==> src/rtl/etoc_regs.vh <==
// register map, field positions and framing constants of the transmit overhead control
`ifndef ETOC_REGS_VH
`define ETOC_REGS_VH

// byte addresses
`define ETOC_ADDR_TRA 11'h5A0
`define ETOC_ADDR_SA4 11'h5A4
`define ETOC_ADDR_SA5 11'h5A8
`define ETOC_ADDR_SA6 11'h5AC
`define ETOC_ADDR_SA7 11'h5B0
`define ETOC_ADDR_SA8 11'h5B4
`define ETOC_ADDR_MMR 11'h600
`define ETOC_ADDR_T1C1 11'h604
`define ETOC_ADDR_SRC 11'h610
`define ETOC_ADDR_STAT 11'h614
`define ETOC_ADDR_T1C2 11'h618
`define ETOC_ADDR_CHEN 11'h61C
`define ETOC_SA_STRIDE 4

// reset values
`define ETOC_RST_BYTE 8'h00
`define ETOC_RST_CHEN 24'h000000

// tx_master_mode fields
`define ETOC_MMR_FMT_EN 7
`define ETOC_MMR_INIT 6
`define ETOC_MMR_SRST 1
`define ETOC_MMR_E1 0

// tx_t1_control_1 fields
`define ETOC_T1C1_CRC_TYPE 7
`define ETOC_T1C1_FPT 6
`define ETOC_T1C1_CPT 5
`define ETOC_T1C1_SSE 4
`define ETOC_T1C1_GLOBAL_BIT7_STUFFING 3
`define ETOC_T1C1_B8ZS 2
`define ETOC_T1C1_AIS 1
`define ETOC_T1C1_RAI 0

// overhead source select: entry i (0..4 = spare bits four..eight, 5 = remote alarm)
`define ETOC_SRC_RA 5
`define ETOC_OVH_ENTRIES 6

// status and second control register fields
`define ETOC_STAT_MF 0
`define ETOC_STAT_ACTIVE 1
`define ETOC_T1C2_B7ZS 0
`define ETOC_T1C2_RAI_TYPE 1

// framing
`define ETOC_E1_LAST_BIT 8'hFF
`define ETOC_T1_LAST_BIT 8'hC0
`define ETOC_T1_FRAME_BITS 9'h0C1
`define ETOC_E1_LAST_FRAME 5'h0F
`define ETOC_T1_LAST_FRAME 5'h17
`define ETOC_STUFF_DELAY 9'h008
`define ETOC_E1_FAS 7'h1B
`define ETOC_T1_FPS 6'h34
`define ETOC_CRC6_POLY 6'h03
`define ETOC_B8ZS_DATA 8'h1B
`define ETOC_B8ZS_VIOL 8'h12

`endif

==> src/rtl/etoc_line_encoder.v <==
// bipolar AMI line encoder with optional B8ZS substitution
`timescale 1ns/1ps
`include "etoc_regs.vh"
module etoc_line_encoder (
  // clock and reset
  input wire ref_clk,
  input wire reset,
  // bit stream
  input wire bit_tick,
  input wire bit_in,
  input wire b8zs_en,
  // bipolar line
  output wire pos_out,
  output wire neg_out
);

  reg [7:0] data_ff;
  reg [7:0] viol_ff;
  reg last_pos_ff;
  reg pos_ff;
  reg neg_ff;
  reg [7:0] nxt_data;
  reg [7:0] nxt_viol;

  // eight bits of look-ahead so a run of eight zeros is seen whole
  always @* begin
    nxt_data = {data_ff[6:0], bit_in};
    nxt_viol = {viol_ff[6:0], 1'b0};
    if (b8zs_en && (nxt_data == 8'h00)) begin
      nxt_data = `ETOC_B8ZS_DATA;
      nxt_viol = `ETOC_B8ZS_VIOL;
    end
  end

  always @(posedge ref_clk) begin
    if (reset) begin
      data_ff <= 8'h00;
      viol_ff <= 8'h00;
      last_pos_ff <= 1'b0;
      pos_ff <= 1'b0;
      neg_ff <= 1'b0;
    end else if (bit_tick) begin
      data_ff <= nxt_data;
      viol_ff <= nxt_viol;
      if (!data_ff[7]) begin
        pos_ff <= 1'b0;
        neg_ff <= 1'b0;
      end else if (viol_ff[7]) begin
        // violation repeats the previous polarity
        pos_ff <= last_pos_ff;
        neg_ff <= ~last_pos_ff;
      end else begin
        pos_ff <= ~last_pos_ff;
        neg_ff <= last_pos_ff;
        last_pos_ff <= ~last_pos_ff;
      end
    end
  end

  assign pos_out = pos_ff;
  assign neg_out = neg_ff;

endmodule // etoc_line_encoder

==> src/rtl/etoc_tx_overhead_ctrl.v <==
// transmit overhead control of one LINE_STANDARD_SELECT formatter port
// Operation
// - remote alarm select set: send latched alarm-bit register, latched at multiframe start
// - alarm register bits 7..0 feed odd frames 15,13,..,1
// - spare bit four select set: send latched register, bit 7 frame 15 down to 1
// - spare bit five select set: send latched register, bit 7 frame 15 down to 1
// - spare bit six select set: send latched register, bit 7 frame 15 down to 1
// - spare bit seven select set: send latched register, bit 7 frame 15 down to 1
// - spare bit eight select set: send latched register, bit 7 frame 15 down to 1
// - every transmit multiframe boundary sets a sticky status flag
// - formatter enable at 0 holds formatter idle; at 1 everything runs
// - transmitter starts only after init done, if enable was 1 then
// - soft reset bit holds formatter in reset while 1
// - master mode bit 0 picks T1 (0) or E1 (1) for transmit only
// - crc type bit picks standard or Japanese CRC-6 in T1
// - F-bit pass-through takes F bits from the serial input
// - CRC pass-through samples CRC-6 bits from serial input at F-bit times
// - software signalling off never inserts signalling; on inserts per channel enables
// - bit 7 zero suppression off: no stuffing, global stuffing ignored
// - global stuffing stuffs every all-zero channel, else per-channel enables choose
// - B8ZS enable turns B8ZS line coding off or on
// - T1 AIS bit sends unframed all ones on the bipolar outputs
// - T1 remote alarm bit sends RAI of the configured type
//
// The Avalon-MM interface to the registers is this design's own decision.
`timescale 1ns/1ps
`include "etoc_regs.vh"
module etoc_tx_overhead_ctrl (
  // clock and reset
  input wire ref_clk,
  input wire reset,
  // avalon-mm register slave
  input wire [10:0] avs_address,
  input wire avs_read,
  input wire avs_write,
  input wire [31:0] avs_writedata,
  input wire [3:0] avs_byteenable,
  output wire [31:0] avs_readdata,
  output wire avs_waitrequest,
  // line bit timing and serial data
  input wire tx_bit_tick,
  input wire serial_tx_data_in,
  input wire robbed_bit_in,
  // bipolar line outputs
  output wire bipolar_out_positive,
  output wire bipolar_out_negative
);

  // register file
  reg [7:0] ovh_ff [0:5];
  reg [7:0] ovh_lat_ff [0:5];
  reg [7:0] mmr_ff;
  reg [7:0] t1c1_ff;
  reg [7:0] src_ff;
  reg [7:0] t1c2_ff;
  reg [23:0] chen_ff;
  reg mf_flag_ff;

  // bus handshake
  reg wait_ff;
  reg [31:0] rdata_ff;
  reg [31:0] nxt_rdata;

  // formatter state
  reg active_ff;
  reg init_prev_ff;
  reg [7:0] bit_cnt_ff;
  reg [4:0] frame_cnt_ff;
  reg [7:0] stuff_sr_ff;
  reg [5:0] crc_ff;
  reg [5:0] crc_tx_ff;
  reg [3:0] fdl_cnt_ff;

  reg [7:0] nxt_stuff_sr;
  reg out_bit;
  reg framed_bit;
  reg [5:0] nxt_crc;
  reg crc_bit;

  wire [10:0] addr_word;
  wire req;
  wire wr_go;
  wire wr_b0;
  wire fmt_rst;
  wire e1_mode;
  wire tick;
  wire mf_start;
  wire last_bit;
  wire last_frame;
  wire [5:0] ovh_cur;
  wire [8:0] p_sum;
  wire [8:0] p_in;
  wire [8:0] p_in_m1;
  wire [4:0] chan_in;
  wire ch_last_in;
  wire [7:0] bit_m1;
  wire [4:0] chan_out;
  wire [2:0] bitidx_out;
  wire byte_zero;
  wire stuff_now;
  wire sig_frame;
  wire rai_on;
  wire ais_on;
  wire mf_clr;
  // frame patterns as nets so single bits can be picked out of them
  wire [6:0] fas_pat = `ETOC_E1_FAS;
  wire [5:0] fps_pat = `ETOC_T1_FPS;

  assign addr_word = {avs_address[10:2], 2'b00};
  assign req = avs_read | avs_write;
  // a write lands on the edge where the master sees waitrequest low
  assign wr_go = avs_write & ~wait_ff;
  assign wr_b0 = wr_go & avs_byteenable[0];

  // waitrequest drops for exactly one cycle per request, then rises again
  always @(posedge ref_clk) begin
    if (reset) begin
      wait_ff <= 1'b1;
      rdata_ff <= 32'h00000000;
    end else begin
      wait_ff <= ~(req & wait_ff);
      if (avs_read & wait_ff) begin
        rdata_ff <= nxt_rdata;
      end
    end
  end

  assign avs_waitrequest = wait_ff;
  assign avs_readdata = rdata_ff;

  // plain control registers clear on reset
  always @(posedge ref_clk) begin
    if (reset) begin
      mmr_ff <= `ETOC_RST_BYTE;
      t1c1_ff <= `ETOC_RST_BYTE;
      src_ff <= `ETOC_RST_BYTE;
      t1c2_ff <= `ETOC_RST_BYTE;
    end else if (wr_b0) begin
      if (addr_word == `ETOC_ADDR_MMR) begin
        mmr_ff <= avs_writedata[7:0];
      end
      if (addr_word == `ETOC_ADDR_T1C1) begin
        t1c1_ff <= avs_writedata[7:0];
      end
      if (addr_word == `ETOC_ADDR_SRC) begin
        src_ff <= {2'b00, avs_writedata[5:0]};
      end
      if (addr_word == `ETOC_ADDR_T1C2) begin
        t1c2_ff <= {6'h00, avs_writedata[1:0]};
      end
    end
  end

  // per-channel enables, one byte lane per group of eight channels
  genvar gi;
  generate
    for (gi = 0; gi < 3; gi = gi + 1) begin : g_chen
      always @(posedge ref_clk) begin
        if (reset) begin
          chen_ff[gi*8 +: 8] <= `ETOC_RST_BYTE;
        end else if (wr_go && avs_byteenable[gi] && addr_word == `ETOC_ADDR_CHEN) begin
          chen_ff[gi*8 +: 8] <= avs_writedata[gi*8 +: 8];
        end
      end
    end
  endgenerate

  // multiframe flag: hardware set wins over write-one-to-clear
  assign mf_clr = wr_b0 & (addr_word == `ETOC_ADDR_STAT) & avs_writedata[`ETOC_STAT_MF];
  always @(posedge ref_clk) begin
    if (reset) begin
      mf_flag_ff <= 1'b0;
    end else begin
      mf_flag_ff <= mf_start | (mf_flag_ff & ~mf_clr);
    end
  end

  // read mux
  always @* begin
    nxt_rdata = 32'h00000000;
    case (addr_word)
      `ETOC_ADDR_TRA: nxt_rdata[7:0] = ovh_ff[`ETOC_SRC_RA];
      `ETOC_ADDR_SA4: nxt_rdata[7:0] = ovh_ff[0];
      `ETOC_ADDR_SA5: nxt_rdata[7:0] = ovh_ff[1];
      `ETOC_ADDR_SA6: nxt_rdata[7:0] = ovh_ff[2];
      `ETOC_ADDR_SA7: nxt_rdata[7:0] = ovh_ff[3];
      `ETOC_ADDR_SA8: nxt_rdata[7:0] = ovh_ff[4];
      `ETOC_ADDR_MMR: nxt_rdata[7:0] = mmr_ff;
      `ETOC_ADDR_T1C1: nxt_rdata[7:0] = t1c1_ff;
      `ETOC_ADDR_SRC: nxt_rdata[7:0] = src_ff;
      `ETOC_ADDR_STAT: nxt_rdata[1:0] = {active_ff, mf_flag_ff};
      `ETOC_ADDR_T1C2: nxt_rdata[7:0] = t1c2_ff;
      `ETOC_ADDR_CHEN: nxt_rdata[23:0] = chen_ff;
      default: nxt_rdata = 32'h00000000;
    endcase
  end

  // soft reset is a level, held while the bit stays 1
  assign fmt_rst = reset | mmr_ff[`ETOC_MMR_SRST];

  // enable captured on the rising edge of init done
  always @(posedge ref_clk) begin
    if (fmt_rst) begin
      active_ff <= 1'b0;
      init_prev_ff <= 1'b0;
    end else begin
      init_prev_ff <= mmr_ff[`ETOC_MMR_INIT];
      if (!mmr_ff[`ETOC_MMR_INIT]) begin
        active_ff <= 1'b0;
      end else if (!init_prev_ff) begin
        active_ff <= mmr_ff[`ETOC_MMR_FMT_EN];
      end else begin
        // clearing the enable later parks the formatter
        active_ff <= active_ff & mmr_ff[`ETOC_MMR_FMT_EN];
      end
    end
  end

  // transmit line standard, independent of the receive side
  assign e1_mode = mmr_ff[`ETOC_MMR_E1];
  assign tick = tx_bit_tick & active_ff;
  assign last_bit = e1_mode ? (bit_cnt_ff == `ETOC_E1_LAST_BIT)
                            : (bit_cnt_ff == `ETOC_T1_LAST_BIT);
  assign last_frame = e1_mode ? (frame_cnt_ff == `ETOC_E1_LAST_FRAME)
                              : (frame_cnt_ff == `ETOC_T1_LAST_FRAME);
  assign mf_start = tick & (bit_cnt_ff == 8'h00) & (frame_cnt_ff == 5'h00);

  always @(posedge ref_clk) begin
    if (fmt_rst) begin
      bit_cnt_ff <= 8'h00;
      frame_cnt_ff <= 5'h00;
    end else if (!active_ff) begin
      bit_cnt_ff <= 8'h00;
      frame_cnt_ff <= 5'h00;
    end else if (tick) begin
      bit_cnt_ff <= last_bit ? 8'h00 : bit_cnt_ff + 8'h01;
      if (last_bit) begin
        frame_cnt_ff <= last_frame ? 5'h00 : frame_cnt_ff + 5'h01;
      end
    end
  end

  // overhead registers, their multiframe copies and the bit for the current frame
  generate
    for (gi = 0; gi < `ETOC_OVH_ENTRIES; gi = gi + 1) begin : g_ovh
      localparam integer OVH_ADDR = (gi == `ETOC_SRC_RA) ? `ETOC_ADDR_TRA
                                    : `ETOC_ADDR_SA4 + gi * `ETOC_SA_STRIDE;
      always @(posedge ref_clk) begin
        if (reset) begin
          ovh_ff[gi] <= `ETOC_RST_BYTE;
        end else if (wr_b0 && addr_word == OVH_ADDR[10:0]) begin
          ovh_ff[gi] <= avs_writedata[7:0];
        end
      end
      // copy taken at multiframe start so mid-multiframe writes stay coherent
      always @(posedge ref_clk) begin
        if (fmt_rst) begin
          ovh_lat_ff[gi] <= `ETOC_RST_BYTE;
        end else if (mf_start) begin
          ovh_lat_ff[gi] <= ovh_ff[gi];
        end
      end
      // odd frame 2k+1 takes bit k
      assign ovh_cur[gi] = ovh_lat_ff[gi][frame_cnt_ff[3:1]];
    end
  endgenerate

  // serial input leads the line by eight bits so whole channel bytes can be stuffed
  assign p_sum = {1'b0, bit_cnt_ff} + `ETOC_STUFF_DELAY;
  assign p_in = (p_sum >= `ETOC_T1_FRAME_BITS) ? p_sum - `ETOC_T1_FRAME_BITS : p_sum;
  assign p_in_m1 = p_in - 9'h001;
  assign chan_in = p_in_m1[7:3];
  assign ch_last_in = (p_in != 9'h000) & (p_in[2:0] == 3'h0);
  assign byte_zero = ({stuff_sr_ff[6:0], serial_tx_data_in} == 8'h00);
  // stuffing gated by suppression enable, then global or per channel
  assign stuff_now = ~e1_mode & t1c2_ff[`ETOC_T1C2_B7ZS] & ch_last_in & byte_zero
                     & (t1c1_ff[`ETOC_T1C1_GLOBAL_BIT7_STUFFING] | chen_ff[chan_in]);

  always @* begin
    nxt_stuff_sr = {stuff_sr_ff[6:0], serial_tx_data_in};
    if (stuff_now) begin
      nxt_stuff_sr[1] = 1'b1;
    end
  end

  // output-side T1 position
  assign bit_m1 = bit_cnt_ff - 8'h01;
  assign chan_out = bit_m1[7:3];
  assign bitidx_out = bit_m1[2:0];
  assign sig_frame = (frame_cnt_ff == 5'h05) | (frame_cnt_ff == 5'h0B)
                     | (frame_cnt_ff == 5'h11) | (frame_cnt_ff == 5'h17);
  assign rai_on = t1c1_ff[`ETOC_T1C1_RAI];
  assign ais_on = ~e1_mode & t1c1_ff[`ETOC_T1C1_AIS];

  // bit placed on the line this tick
  always @* begin
    framed_bit = stuff_sr_ff[7];
    if (e1_mode) begin
      if (bit_cnt_ff == 8'h00) begin
        framed_bit = stuff_sr_ff[7];
      end else if (bit_cnt_ff < 8'h08 && !frame_cnt_ff[0]) begin
        framed_bit = fas_pat[3'h7 - bit_cnt_ff[2:0]];
      end else if (bit_cnt_ff == 8'h01) begin
        framed_bit = 1'b1;
      end else if (bit_cnt_ff == 8'h02) begin
        // remote alarm from the latched copy when selected
        framed_bit = src_ff[`ETOC_SRC_RA] ? ovh_cur[`ETOC_SRC_RA] : stuff_sr_ff[7];
      end else if (bit_cnt_ff < 8'h08) begin
        framed_bit = src_ff[bit_cnt_ff[2:0] - 3'h3] ? ovh_cur[bit_cnt_ff[2:0] - 3'h3]
                                                   : stuff_sr_ff[7];
      end
    end else if (bit_cnt_ff == 8'h00) begin
      if (t1c1_ff[`ETOC_T1C1_FPT]) begin
        framed_bit = stuff_sr_ff[7];
      end else begin
        case (frame_cnt_ff[1:0])
          2'b11: framed_bit = fps_pat[frame_cnt_ff[4:2]];
          // crc bits computed or passed through
          2'b01: framed_bit = t1c1_ff[`ETOC_T1C1_CPT] ? stuff_sr_ff[7]
                                                      : crc_tx_ff[3'h5 - frame_cnt_ff[4:2]];
          // data link carries the alarm pattern when selected
          default: framed_bit = (rai_on & ~t1c2_ff[`ETOC_T1C2_RAI_TYPE]) ? ~fdl_cnt_ff[3]
                                                                         : 1'b1;
        endcase
      end
    end else if (rai_on && t1c2_ff[`ETOC_T1C2_RAI_TYPE] && bitidx_out == 3'h1) begin
      // alternative alarm type: bit 2 of every channel zero
      framed_bit = 1'b0;
    end else if (t1c1_ff[`ETOC_T1C1_SSE] && chen_ff[chan_out] && sig_frame
                 && bitidx_out == 3'h7) begin
      // robbed-bit signalling only when software signalling is on
      framed_bit = robbed_bit_in;
    end
    out_bit = ais_on ? 1'b1 : framed_bit;
  end

  // standard crc treats F bits as ones, Japanese type uses them as sent
  always @* begin
    crc_bit = framed_bit;
    if (bit_cnt_ff == 8'h00 && !t1c1_ff[`ETOC_T1C1_CRC_TYPE]) begin
      crc_bit = 1'b1;
    end
    nxt_crc = mf_start ? 6'h00 : crc_ff;
    nxt_crc = {nxt_crc[4:0], 1'b0} ^ ((nxt_crc[5] ^ crc_bit) ? `ETOC_CRC6_POLY : 6'h00);
  end

  always @(posedge ref_clk) begin
    if (fmt_rst) begin
      stuff_sr_ff <= 8'h00;
      crc_ff <= 6'h00;
      crc_tx_ff <= 6'h00;
      fdl_cnt_ff <= 4'h0;
    end else if (tick) begin
      stuff_sr_ff <= nxt_stuff_sr;
      crc_ff <= nxt_crc;
      // previous superframe's remainder goes out in this one
      if (mf_start) begin
        crc_tx_ff <= crc_ff;
      end
      if (!e1_mode && bit_cnt_ff == 8'h00 && !frame_cnt_ff[0]) begin
        fdl_cnt_ff <= fdl_cnt_ff + 4'h1;
      end
    end
  end

  // disabled formatter keeps the line quiet
  etoc_line_encoder u_line_encoder (
    .ref_clk(ref_clk),
    .reset(fmt_rst | ~active_ff),
    .bit_tick(tick),
    .bit_in(out_bit),
    // B8ZS only on the T1 stream
    .b8zs_en(~e1_mode & t1c1_ff[`ETOC_T1C1_B8ZS]),
    .pos_out(bipolar_out_positive),
    .neg_out(bipolar_out_negative)
  );

endmodule // etoc_tx_overhead_ctrl

==> config.mk <==
export PLATFORM = sky130hd
export DESIGN_NAME = etoc_tx_overhead_ctrl
export DESIGN_NICKNAME = d
export VERILOG_FILES = /design/src/rtl/etoc_line_encoder.v /design/src/rtl/etoc_tx_overhead_ctrl.v
export VERILOG_INCLUDE_DIRS = /design/src /design/src/rtl
export SDC_FILE = /design/constraint.sdc
export NUM_CORES = 1
export LEC_CHECK = 0
export BUFFER_PORTS_ARGS = -buffer_cell sky130_fd_sc_hd__buf_2
export CAP_MARGIN = 10
export CORE_MARGIN = 8
export CORE_UTILIZATION = 40
export DETAILED_ROUTE_END_ITERATION = 8
export PLACE_DENSITY = 0.55
export RECOVER_POWER = 100
export SLEW_MARGIN = 20
export SYNTH_ARGS = -nofsm -noshare
export SYNTH_HDL_FRONTEND = slang
export SYNTH_SLANG_ARGS = --single-unit
==> constraint.sdc <==
create_clock -name ref_clk -period 6.6 [get_ports ref_clk]
set_input_delay 0.99 -clock ref_clk [delete_from_list [all_inputs] [get_ports ref_clk]]
set_output_delay 0.99 -clock ref_clk [all_outputs]
set_load 0.02 [all_outputs]
# After elaboration in Yosys (flattened, before gate mapping)
# Memories as Yosys holds them, arrays and structs flattened. A register that Yosys moved wholly into a read port is not among the register bits.
# Index checks and enable logic that the tools add are counted.
[word_totals]
register_bits = 132
ram_bits = 96
romBits = 16
in_bits = 54
out_inout_bits = 35
wordCells = 260
n_memories = 4
[op_classes]
addsub = 10
magnitude_cmp = 9
n_eq_ne = 25
mux = 98
bitwise_logic = 50
reduce_logical = 41
[memory_table]
columns = ["name", "words", "word_bits", "read_ports", "rd_clocked_by_memory_dff", "wr", "line_no", "text"]
rows = [
  ["ovh_ff", 6, 8, 6, 0, 6, "etoc_tx_overhead_ctrl.v:50", "reg [7:0] ovh_ff [0:5];"],
  ["ovh_lat_ff", 6, 8, 6, 0, 6, "etoc_tx_overhead_ctrl.v:51", "reg [7:0] ovh_lat_ff [0:5];"],
  ["(name not given)", 8, 1, 1, 1, 0, "etoc_tx_overhead_ctrl.v:317", "2'b11: framed_bit = fps_pat[frame_cnt_ff[4:2]];"],
  ["(name not given)", 8, 1, 1, 0, 0, "etoc_tx_overhead_ctrl.v:302", "framed_bit = fas_pat[3'h7 - bit_cnt_ff[2:0]];"],
]
[op_table]
columns = ["cell", "n"]
rows = [
  ["two-way mux 8 bit", 15],
  ["equality test 9 bit (second input constant)", 12],
  ["two-way mux 1 bit", 62],
  ["case mux 6 bit (10 select lines)", 1],
  ["binary-select mux 1 bit (select 3 bit)", 9],
  ["logical NOT 8 bit", 3],
  ["case mux 2 bit (12 select lines)", 1],
  ["logical AND 1 bit", 22],
  ["less-than comparator 3 x 4 -> 1 bit (second input constant)", 5],
  ["bitwise OR 1 bit", 20],
  ["AND 1 bit", 19],
  ["equality test 8 bit (second input constant)", 2],
  ["two-way mux 16 bit", 1],
  ["AND reduction 2 bit", 8],
  ["subtractor 8 x 1 -> 8 bit (second input constant)", 2],
  ["less-than comparator 5 x 6 -> 1 bit (second input constant)", 2],
  ["binary-select mux 1 bit (select 5 bit)", 2],
  ["equality test 5 x 4 -> 1 bit (second input constant)", 2],
  ["equality test 5 bit (second input constant)", 2],
  ["adder 8 x 4 -> 9 bit (second input constant)", 1],
  [">= comparator 9 x 8 -> 1 bit (second input constant)", 1],
  ["two-way mux 9 bit", 1],
  ["inverter 1 bit", 9],
  ["nonzero test 9 bit", 1],
  ["other kinds (25)", 30],
]

# Longest topological paths before layout
# Gate-level depths: netlist (run 1).
# An unclocked memory read counts as a cell.
[logic_depth]
depth_word = 16
mapped_depth = 14
depth_no_buf = 12

# By module
# A second synthesis (run 1) with hierarchy kept.
[unflattened]
hier_cells = 1132
area_unflattened_um2 = 11315.9
[by_module_without_submodules]
columns = ["mod", "instances", "cells_each", "area_per_inst_um2", "seq_area_each_um2"]
rows = [
  ["etoc_tx_overhead_ctrl", 1, 1043, 10502.6, 5165.0],
  ["etoc_line_encoder", 1, 89, 813.3, 360.3],
]

# Worst setup path before layout (run 1)
# No wires, ideal clock.
[synth_timing]
path_type = "input to register"
start = "input port tx_bit_tick"
end = "memory ovh_lat_ff[0][0] (enable)"
setup_ns = 0.407
arrival_time_ns = 3.194
required_time_ns = 6.193
setup_slack_ns = 3.000
cell_stages = 6
path_buffers = 3
path_cell_list = "clkbuf_1 > and2_1 > clkbuf_1 > nand3_1 > clkbuf_1 > nand2_1"
[synth_rtl]
columns = ["item", "line_no", "text"]
rows = [
  ["from (decl)", "etoc_tx_overhead_ctrl.v:41", "input wire tx_bit_tick,"],
  ["to (decl)", "etoc_tx_overhead_ctrl.v:51", ""],
]

==> impl_metrics.ini, run 1 <==
[floorplan]
die_h_um = 183.3
ioPinCount = 89
core_mm2 = 0.02771
rows = 61
initial_core_util = 0.4042
fp.dieW_um = 183.3
fp.dieArea_mm2 = 0.03361

[sta]
final_max_slew_viol_count = 107
worst_pin_slew_ps = 2075
hold_viol = 0
finalSetupViolations = 0
setup_ws_ps = 1862
relSlewSlack = -0.3865
fin_worst_skew_ps = 13.27
fmax_ghz = 0.2111
fin_crit_sh = 0.7178
period_minus_slack_ps = 4738
tns_ps = 0
rsz0062_at_grt = no

[critical_path]
crit_buf_inv = 2
startpoint_type = flip-flop
path_max_fanout = 48
crit_arrival_ps = 4530
critPathMaxStageDelay_ps = 1420
slowest_stage = nand2_1
crit_required_ps = 6390
r2r_slack_ps = 1860
path_cells = inv_1 -> ha_1 -> nand2b_1 -> nor4_1 -> nand3_1 -> clkbuf_1 -> nand2_1
crit_path_end_kind = flip-flop
crit_family = simple AND/OR/NAND/NOR gates
crit_type = reg -> reg

[layout]
stdcell_count = 1558
flow.area_growth_from_synthesis_pct = 12.21
final_common_cell = nand2_1
num-fill-cells = 2698
drive_above_1_share = 0.09915
antennaDiodeCount = 0
nets = 1230
final_cell_mix = nand2_1 (133), dfxtp_1 (132), edfxtp_1 (96), nor2_1 (86), a21oi_1 (81)

[logic_synthesis]
seq_area_frac_synth = 0.4934
synth_top_family_by_area = simple AND/OR/NAND/NOR gates
yosys_warnings = 0
synth_fa_ha_area_frac = 0.01564
synth_edf_count = 96
yosysUniqueCellTypes = 69
syn_area_per_cell_um2 = 9.946
syn-cell-area_mm2 = 0.01120
synthArstFlopShare = 0
synth_mux_area_frac = 0.1087
synth.ff_latch_count = 228
synth_xor_area_frac = 0.02413
synth-main-ff-cell = dfxtp_1
synthSimpleGateAreaFrac = 0.2148
synth-compound-area-share = 0.1084
synthCells = 1126

[power]
power_switching_share = 0.2157
p_int_uw = 2377
leakagePower_uw = 0.004601
p_seq_frac = 0.495
clkPwrFrac = 0.471
cellPowerDensity_mw_per_mm2 = 241.2
irDropWorstVdd_uv = 184.5
comb_power_share = 0.033
p_sw_uw = 653.8

[global_routing]
antenna_found_initial = 0
grt_usage = 0.1778
grt_pass1_wl_mm = 47.62
gr-usage-met2 = 0.2787
grt_pass1_vias = 8231
top_usage_layer = met2
gr-total-overflow = 0
use_met3 = 0.03027
met1_usage = 0.2523
grt_start_max_net_pins = 49

[detailed_routing]
drt-initial-drc-count = 638
ant_nets = 0
drtPass1Iterations = 5
wire_per_inst_um = 19.63
vias = 8592
via_per_inst = 5.515
finalWirelength_mm = 30.59
drcViolationCount = 0

[clock_tree]
cts_tree = done
ctsResizeCount = 0
cts.hold.buffers_added = 0
path_clk_slew_ps = 60
cts.sinks = 228
clockBufferDepth = 3
insertion_delay_ps = 530
numCtsBuffers = 26
cts_setup_buffers = 0
root_buffer = clkbuf_16
h-tree-depth = 1

[flow_run]
drv_cap = 3

[outcome]
outcome = finished with violations
violations = capacitance limit, slew limit

[place]
globalplace.congestion = 0.8155
dpl_worst_slack_ps = 2375
io_buffers = 69
dp.cells = 1512
post-dp-hpwl_mm = 21.21

[hold_path]
hp-class = reg -> reg
-- worst register-to-register path, cell delays in order, from the launching register on --
cell and delay (ps):
dfxtp_1 830, inv_1 280, ha_1 310, nand2b_1 160, nor4_1 140, nand3_1 130
clkbuf_1 680, nand2_1 1430
-- registers in the layout, summed over array words and instances (netlist names), 2 cells and up, named ones only --
name and flops:
avs_readdata 24, bit_cnt_ff 8, mmr_ff 8, t1c1_ff 8, fdl_cnt_ff 4, u_line_encoder.data_ff 8, ovh_ff 48, crc_tx_ff 6
chen_ff 24, stuff_sr_ff 8, frame_cnt_ff 5, u_line_encoder.viol_ff 7, ovh_lat_ff 48, t1c2_ff 2, crc_ff 6, src_ff 6
-- cell usage after synthesis, types with 15 or more instances --
library cell / number / area share
clkbuf_1: 54 / 0.018
a21oi_1: 81 / 0.036
edfxtp_1: 96 / 0.26
nand3_1: 49 / 0.022
dfxtp_1: 132 / 0.24
mux4_2: 17 / 0.034
xnor2_1: 15 / 0.012
nand2b_1: 15 / 0.0084
o21ai_0: 22 / 0.0098
a221oi_1: 16 / 0.013
a22oi_1: 17 / 0.011
nor2_1: 87 / 0.029
nand2_1: 133 / 0.045
and2_1: 103 / 0.058
mux2i_1: 80 / 0.072
-- stage by stage --
| step | hold slack, ps | cell area (um2) | utilization | total power, uW |
|---|---|---|---|---|
| final | 447.7 | 12570 | 0.4536 | 3031 |
| after floorplan | 431.9 | 11230 | - | 1587 |
| after global placement | 436.1 | 11790 | 0.4256 | 1633 |
| after detailed placement | 441.8 | 11800 | 0.4258 | 1634 |
| after global routing | 472.0 | 12570 | 0.4536 | 3117 |
| after CTS | 450.1 | 12650 | 0.4566 | 3064 |
-- per-layer routing --
| layer | routed length, um | part of all wire |
|---|---|---|
| met5 | 0 | 0 |
| met4 | 563 | 0.018 |
| met3 | 1818 | 0.059 |
| met2 | 13820 | 0.45 |
| met1 | 14390 | 0.47 |
-- path summary, 6_finish.rpt --
path / startpoint / end / cells after the start
worst max-delay path: bit_cnt_ff[0] / ovh_lat_ff[0][5] / 7
worst min-delay path: u_line_encoder.pos_out / u_line_encoder.pos_out / 2
worst max register to register: bit_cnt_ff[0] / ovh_lat_ff[0][5] / 7
worst min register to register: u_line_encoder.pos_out / u_line_encoder.pos_out / 2
-- final cells by class --
class | count | area, um2 | area share
flip-flops and latches | 228 | 5525 | 0.4397
well taps | 378 | 473.0 | 0.03763
repair buffers | 80 | 377.9 | 0.03007
inverters | 13 | 48.80 | 0.003883
multi-input cells | 813 | 5290 | 0.4209
clock inverters | 12 | 110.1 | 0.008761
clock buffers | 34 | 742.0 | 0.05904
-- power by group through the flow --
stage,logic (uW),clock network (uW),registers [uW]
final,101,1430,1500
after global routing,109,1500,1500
after CTS,103,1460,1500
after detailed placement,103,0,1530
after global placement,103,0,1530
after floorplan,57.4,0,1530
-- kinds of logic (layout without fill, tap and decap cells) --
logic type / Yosys count / in the layout
simple gates: 474 / 474
other cells: 1 / 8
flops: 228 / 228
mux: 100 / 100
compound gates: 187 / 187
buf+inv: 92 / 139
xor+xnor: 30 / 30
fa+ha+maj: 14 / 14
Note: power is estimated with default switching activity, not from simulation.
==> run 2, diff against run 1 <==
--- a/config.mk
+++ b/config.mk
@@ -11,7 +11,7 @@
 export CORE_MARGIN = 8
 export CORE_UTILIZATION = 40
 export DETAILED_ROUTE_END_ITERATION = 8
-export PLACE_DENSITY = 0.55
+export PLACE_DENSITY = 0.57
 export RECOVER_POWER = 100
 export SLEW_MARGIN = 20
 export SYNTH_ARGS = -nofsm -noshare
==> constraint.sdc (replaced) <==
create_clock -name ref_clk -period 4.09 [get_ports ref_clk]
set_input_delay 0.6135 -clock ref_clk [delete_from_list [all_inputs] [get_ports ref_clk]]
set_output_delay 0.6135 -clock ref_clk [all_outputs]
set_load 0.02 [all_outputs]
==> run 2 against run 1 <==
  * The flow now finishes without violations
  * Total power is 64% higher
  * Critical endpoint is now u_line_encoder.data_ff[4]
  * Die area unchanged
  * Largest cell class unchanged
  * Combinational power grew 65%
  * Sequential share of layout area fell by 0.45 points
  * Worst hold slack lost 140 ps
  * Highest routed layer unchanged
==> impl_metrics.ini, run 2 (same netlist as run 1, synthesis figures left out) <==
[outcome]
outcome = finished clean

[clock_tree]
h-tree-depth = 1
cts.hold.buffers_added = 0
root_buffer = clkbuf_16
numCtsBuffers = 26
path_clk_slew_ps = 60
clockBufferDepth = 3
cts_setup_buffers = 0
insertion_delay_ps = 530
ctsResizeCount = 0
cts.sinks = 228
cts_tree = done

[floorplan]
ioPinCount = 89
initial_core_util = 0.4042
die_h_um = 183.3
fp.dieW_um = 183.3
core_mm2 = 0.02771
rows = 61
fp.dieArea_mm2 = 0.03361

[detailed_routing]
ant_nets = 0
drt-initial-drc-count = 767
via_per_inst = 5.426
vias = 8529
finalWirelength_mm = 30.43
wire_per_inst_um = 19.36
drcViolationCount = 0
drtPass1Iterations = 5

[layout]
top_regs = ovh_ff (48), ovh_lat_ff (48)
flow.area_growth_from_synthesis_pct = 13.36
final_common_cell = nand2_1
antennaDiodeCount = 0
nets = 1242
drive_above_1_share = 0.1114
final_cell_mix = nand2_1 (133), dfxtp_1 (132), edfxtp_1 (96), nor2_1 (86), a21oi_1 (81)

[power]
clkPwrFrac = 0.479
leakagePower_uw = 0.004670
comb_power_share = 0.034
irDropWorstVdd_uv = 268.3
power_switching_share = 0.2216
p_seq_frac = 0.487
p_int_uw = 3869
p_sw_uw = 1101
cellPowerDensity_mw_per_mm2 = 391.5

[critical_path]
r2r_slack_ps = 390
path_depth = 12
crit_type = reg -> reg
critPathMaxStageDelay_ps = 570
reg2reg_depth = 12
path_max_fanout = 8
crit_arrival_ps = 4120
crit_path_end_kind = flip-flop
crit_family = multiplexers
slowest_stage = mux4_2
path_cells = inv_1 -> ha_1 -> nor4b_4 -> xnor2_1 -> mux4_2 -> mux2_2 -> o211ai_2 -> and2_0 -> o211ai_1 -> nand3_2 -> nand2_1 -> o221a_2
startpoint_type = flip-flop
crit_required_ps = 4510
crit_buf_inv = 1

[sta]
relSlewSlack = 0.1880
fmax_ghz = 0.2704
period_minus_slack_ps = 3699
final_max_slew_viol_count = 0
fin_crit_sh = 0.9044
hold_viol = 0
tns_ps = 0
rsz0062_at_grt = no
fin_hold_ws_ps = 310.7
worst_pin_slew_ps = 1218
finalSetupViolations = 0
fin_worst_skew_ps = 9.766

[global_routing]
grt_start_max_net_pins = 65
grt_usage = 0.1763
antenna_found_initial = 0
gr-total-overflow = 0
grt_pass1_vias = 8190
grt_pass1_wl_mm = 47.29

[place]
io_buffers = 69
post-dp-hpwl_mm = 21.26
globalplace.congestion = 0.8504

[flow_run]
drv_cap = 0

[hold_path]
whs_path_depth = 2
hp-class = in -> reg
## run 2: changes by cell type in the layout (fill, tap and decap cells not counted), moves of 2 or more
cell / delta
and2_0: -12
clkinv_1: -3
and2_1: +12
clkbuf_1: +5
clkinv_4: +2
buf_4: +3
clkinvlp_4: +3
## run 2: worst register-to-register path, stage by stage (launching register included)
cell	delay (ps)
dfxtp_1	500
inv_1	160
ha_1	230
nor4b_4	160
xnor2_1	500
mux4_2	570
mux2_2	290
o211ai_2	200
and2_0	160
o211ai_1	170
nand3_2	200
nand2_1	140
o221a_2	320
## run 2: per-layer routing
metal | share of wire | vias up | GRT usage
met5 | 0 | - | 0
met4 | 0.014 | 0 | 0.03774
met3 | 0.066 | 29 | 0.03186
met2 | 0.46 | 230 | 0.2826
met1 | 0.46 | 4147 | 0.2451
li1 | - | 4123 | -
## run 2: final cells by class
class	instances	area [um2]
Sequential cell	228	5525
Fill cell	2655	15010
Inverter	13	48.80
Clock buffer	34	752.0
Timing Repair Buffer	92	452.9
Tap cell	378	473.0
Clock inverter	14	138.9
Multi-Input combinational cell	813	5305
## run 2: worst paths after layout
kind	startpoint	end
setup / recovery	bit_cnt_ff[4]	u_line_encoder.data_ff[4]
hold / removal	avs_read	avs_waitrequest
setup reg to reg	bit_cnt_ff[4]	u_line_encoder.data_ff[4]
hold reg to reg	u_line_encoder.pos_out	u_line_encoder.pos_out
## run 2: through the flow
stage / worst slack (ps) / utilization / cell area (um2) / power (uW) / std cells
finish: 391.2 / 0.4582 / 12700 / 4971 / 1572
global route: 134.0 / 0.4582 / 12700 / 5104 / 1572
CTS: 506.8 / 0.4615 / 12790 / 5011 / 1572
detailed placement: 535.1 / 0.4293 / 11900 / 2639 / 1524
global placement: 531.1 / 0.4293 / 11900 / 2638 / 1524
floorplan: 530.8 / - / 11230 / 2561 / 1133
## run 2: power by group through the flow
stage               sequential (uW)  combinational, uW  clock [uW]
floorplan                      2470               92.6           0
global placement               2470                169           0
detailed placement             2470                169           0
CTS                            2420                169        2420
global route                   2420                178        2500
finish                         2420                167        2380
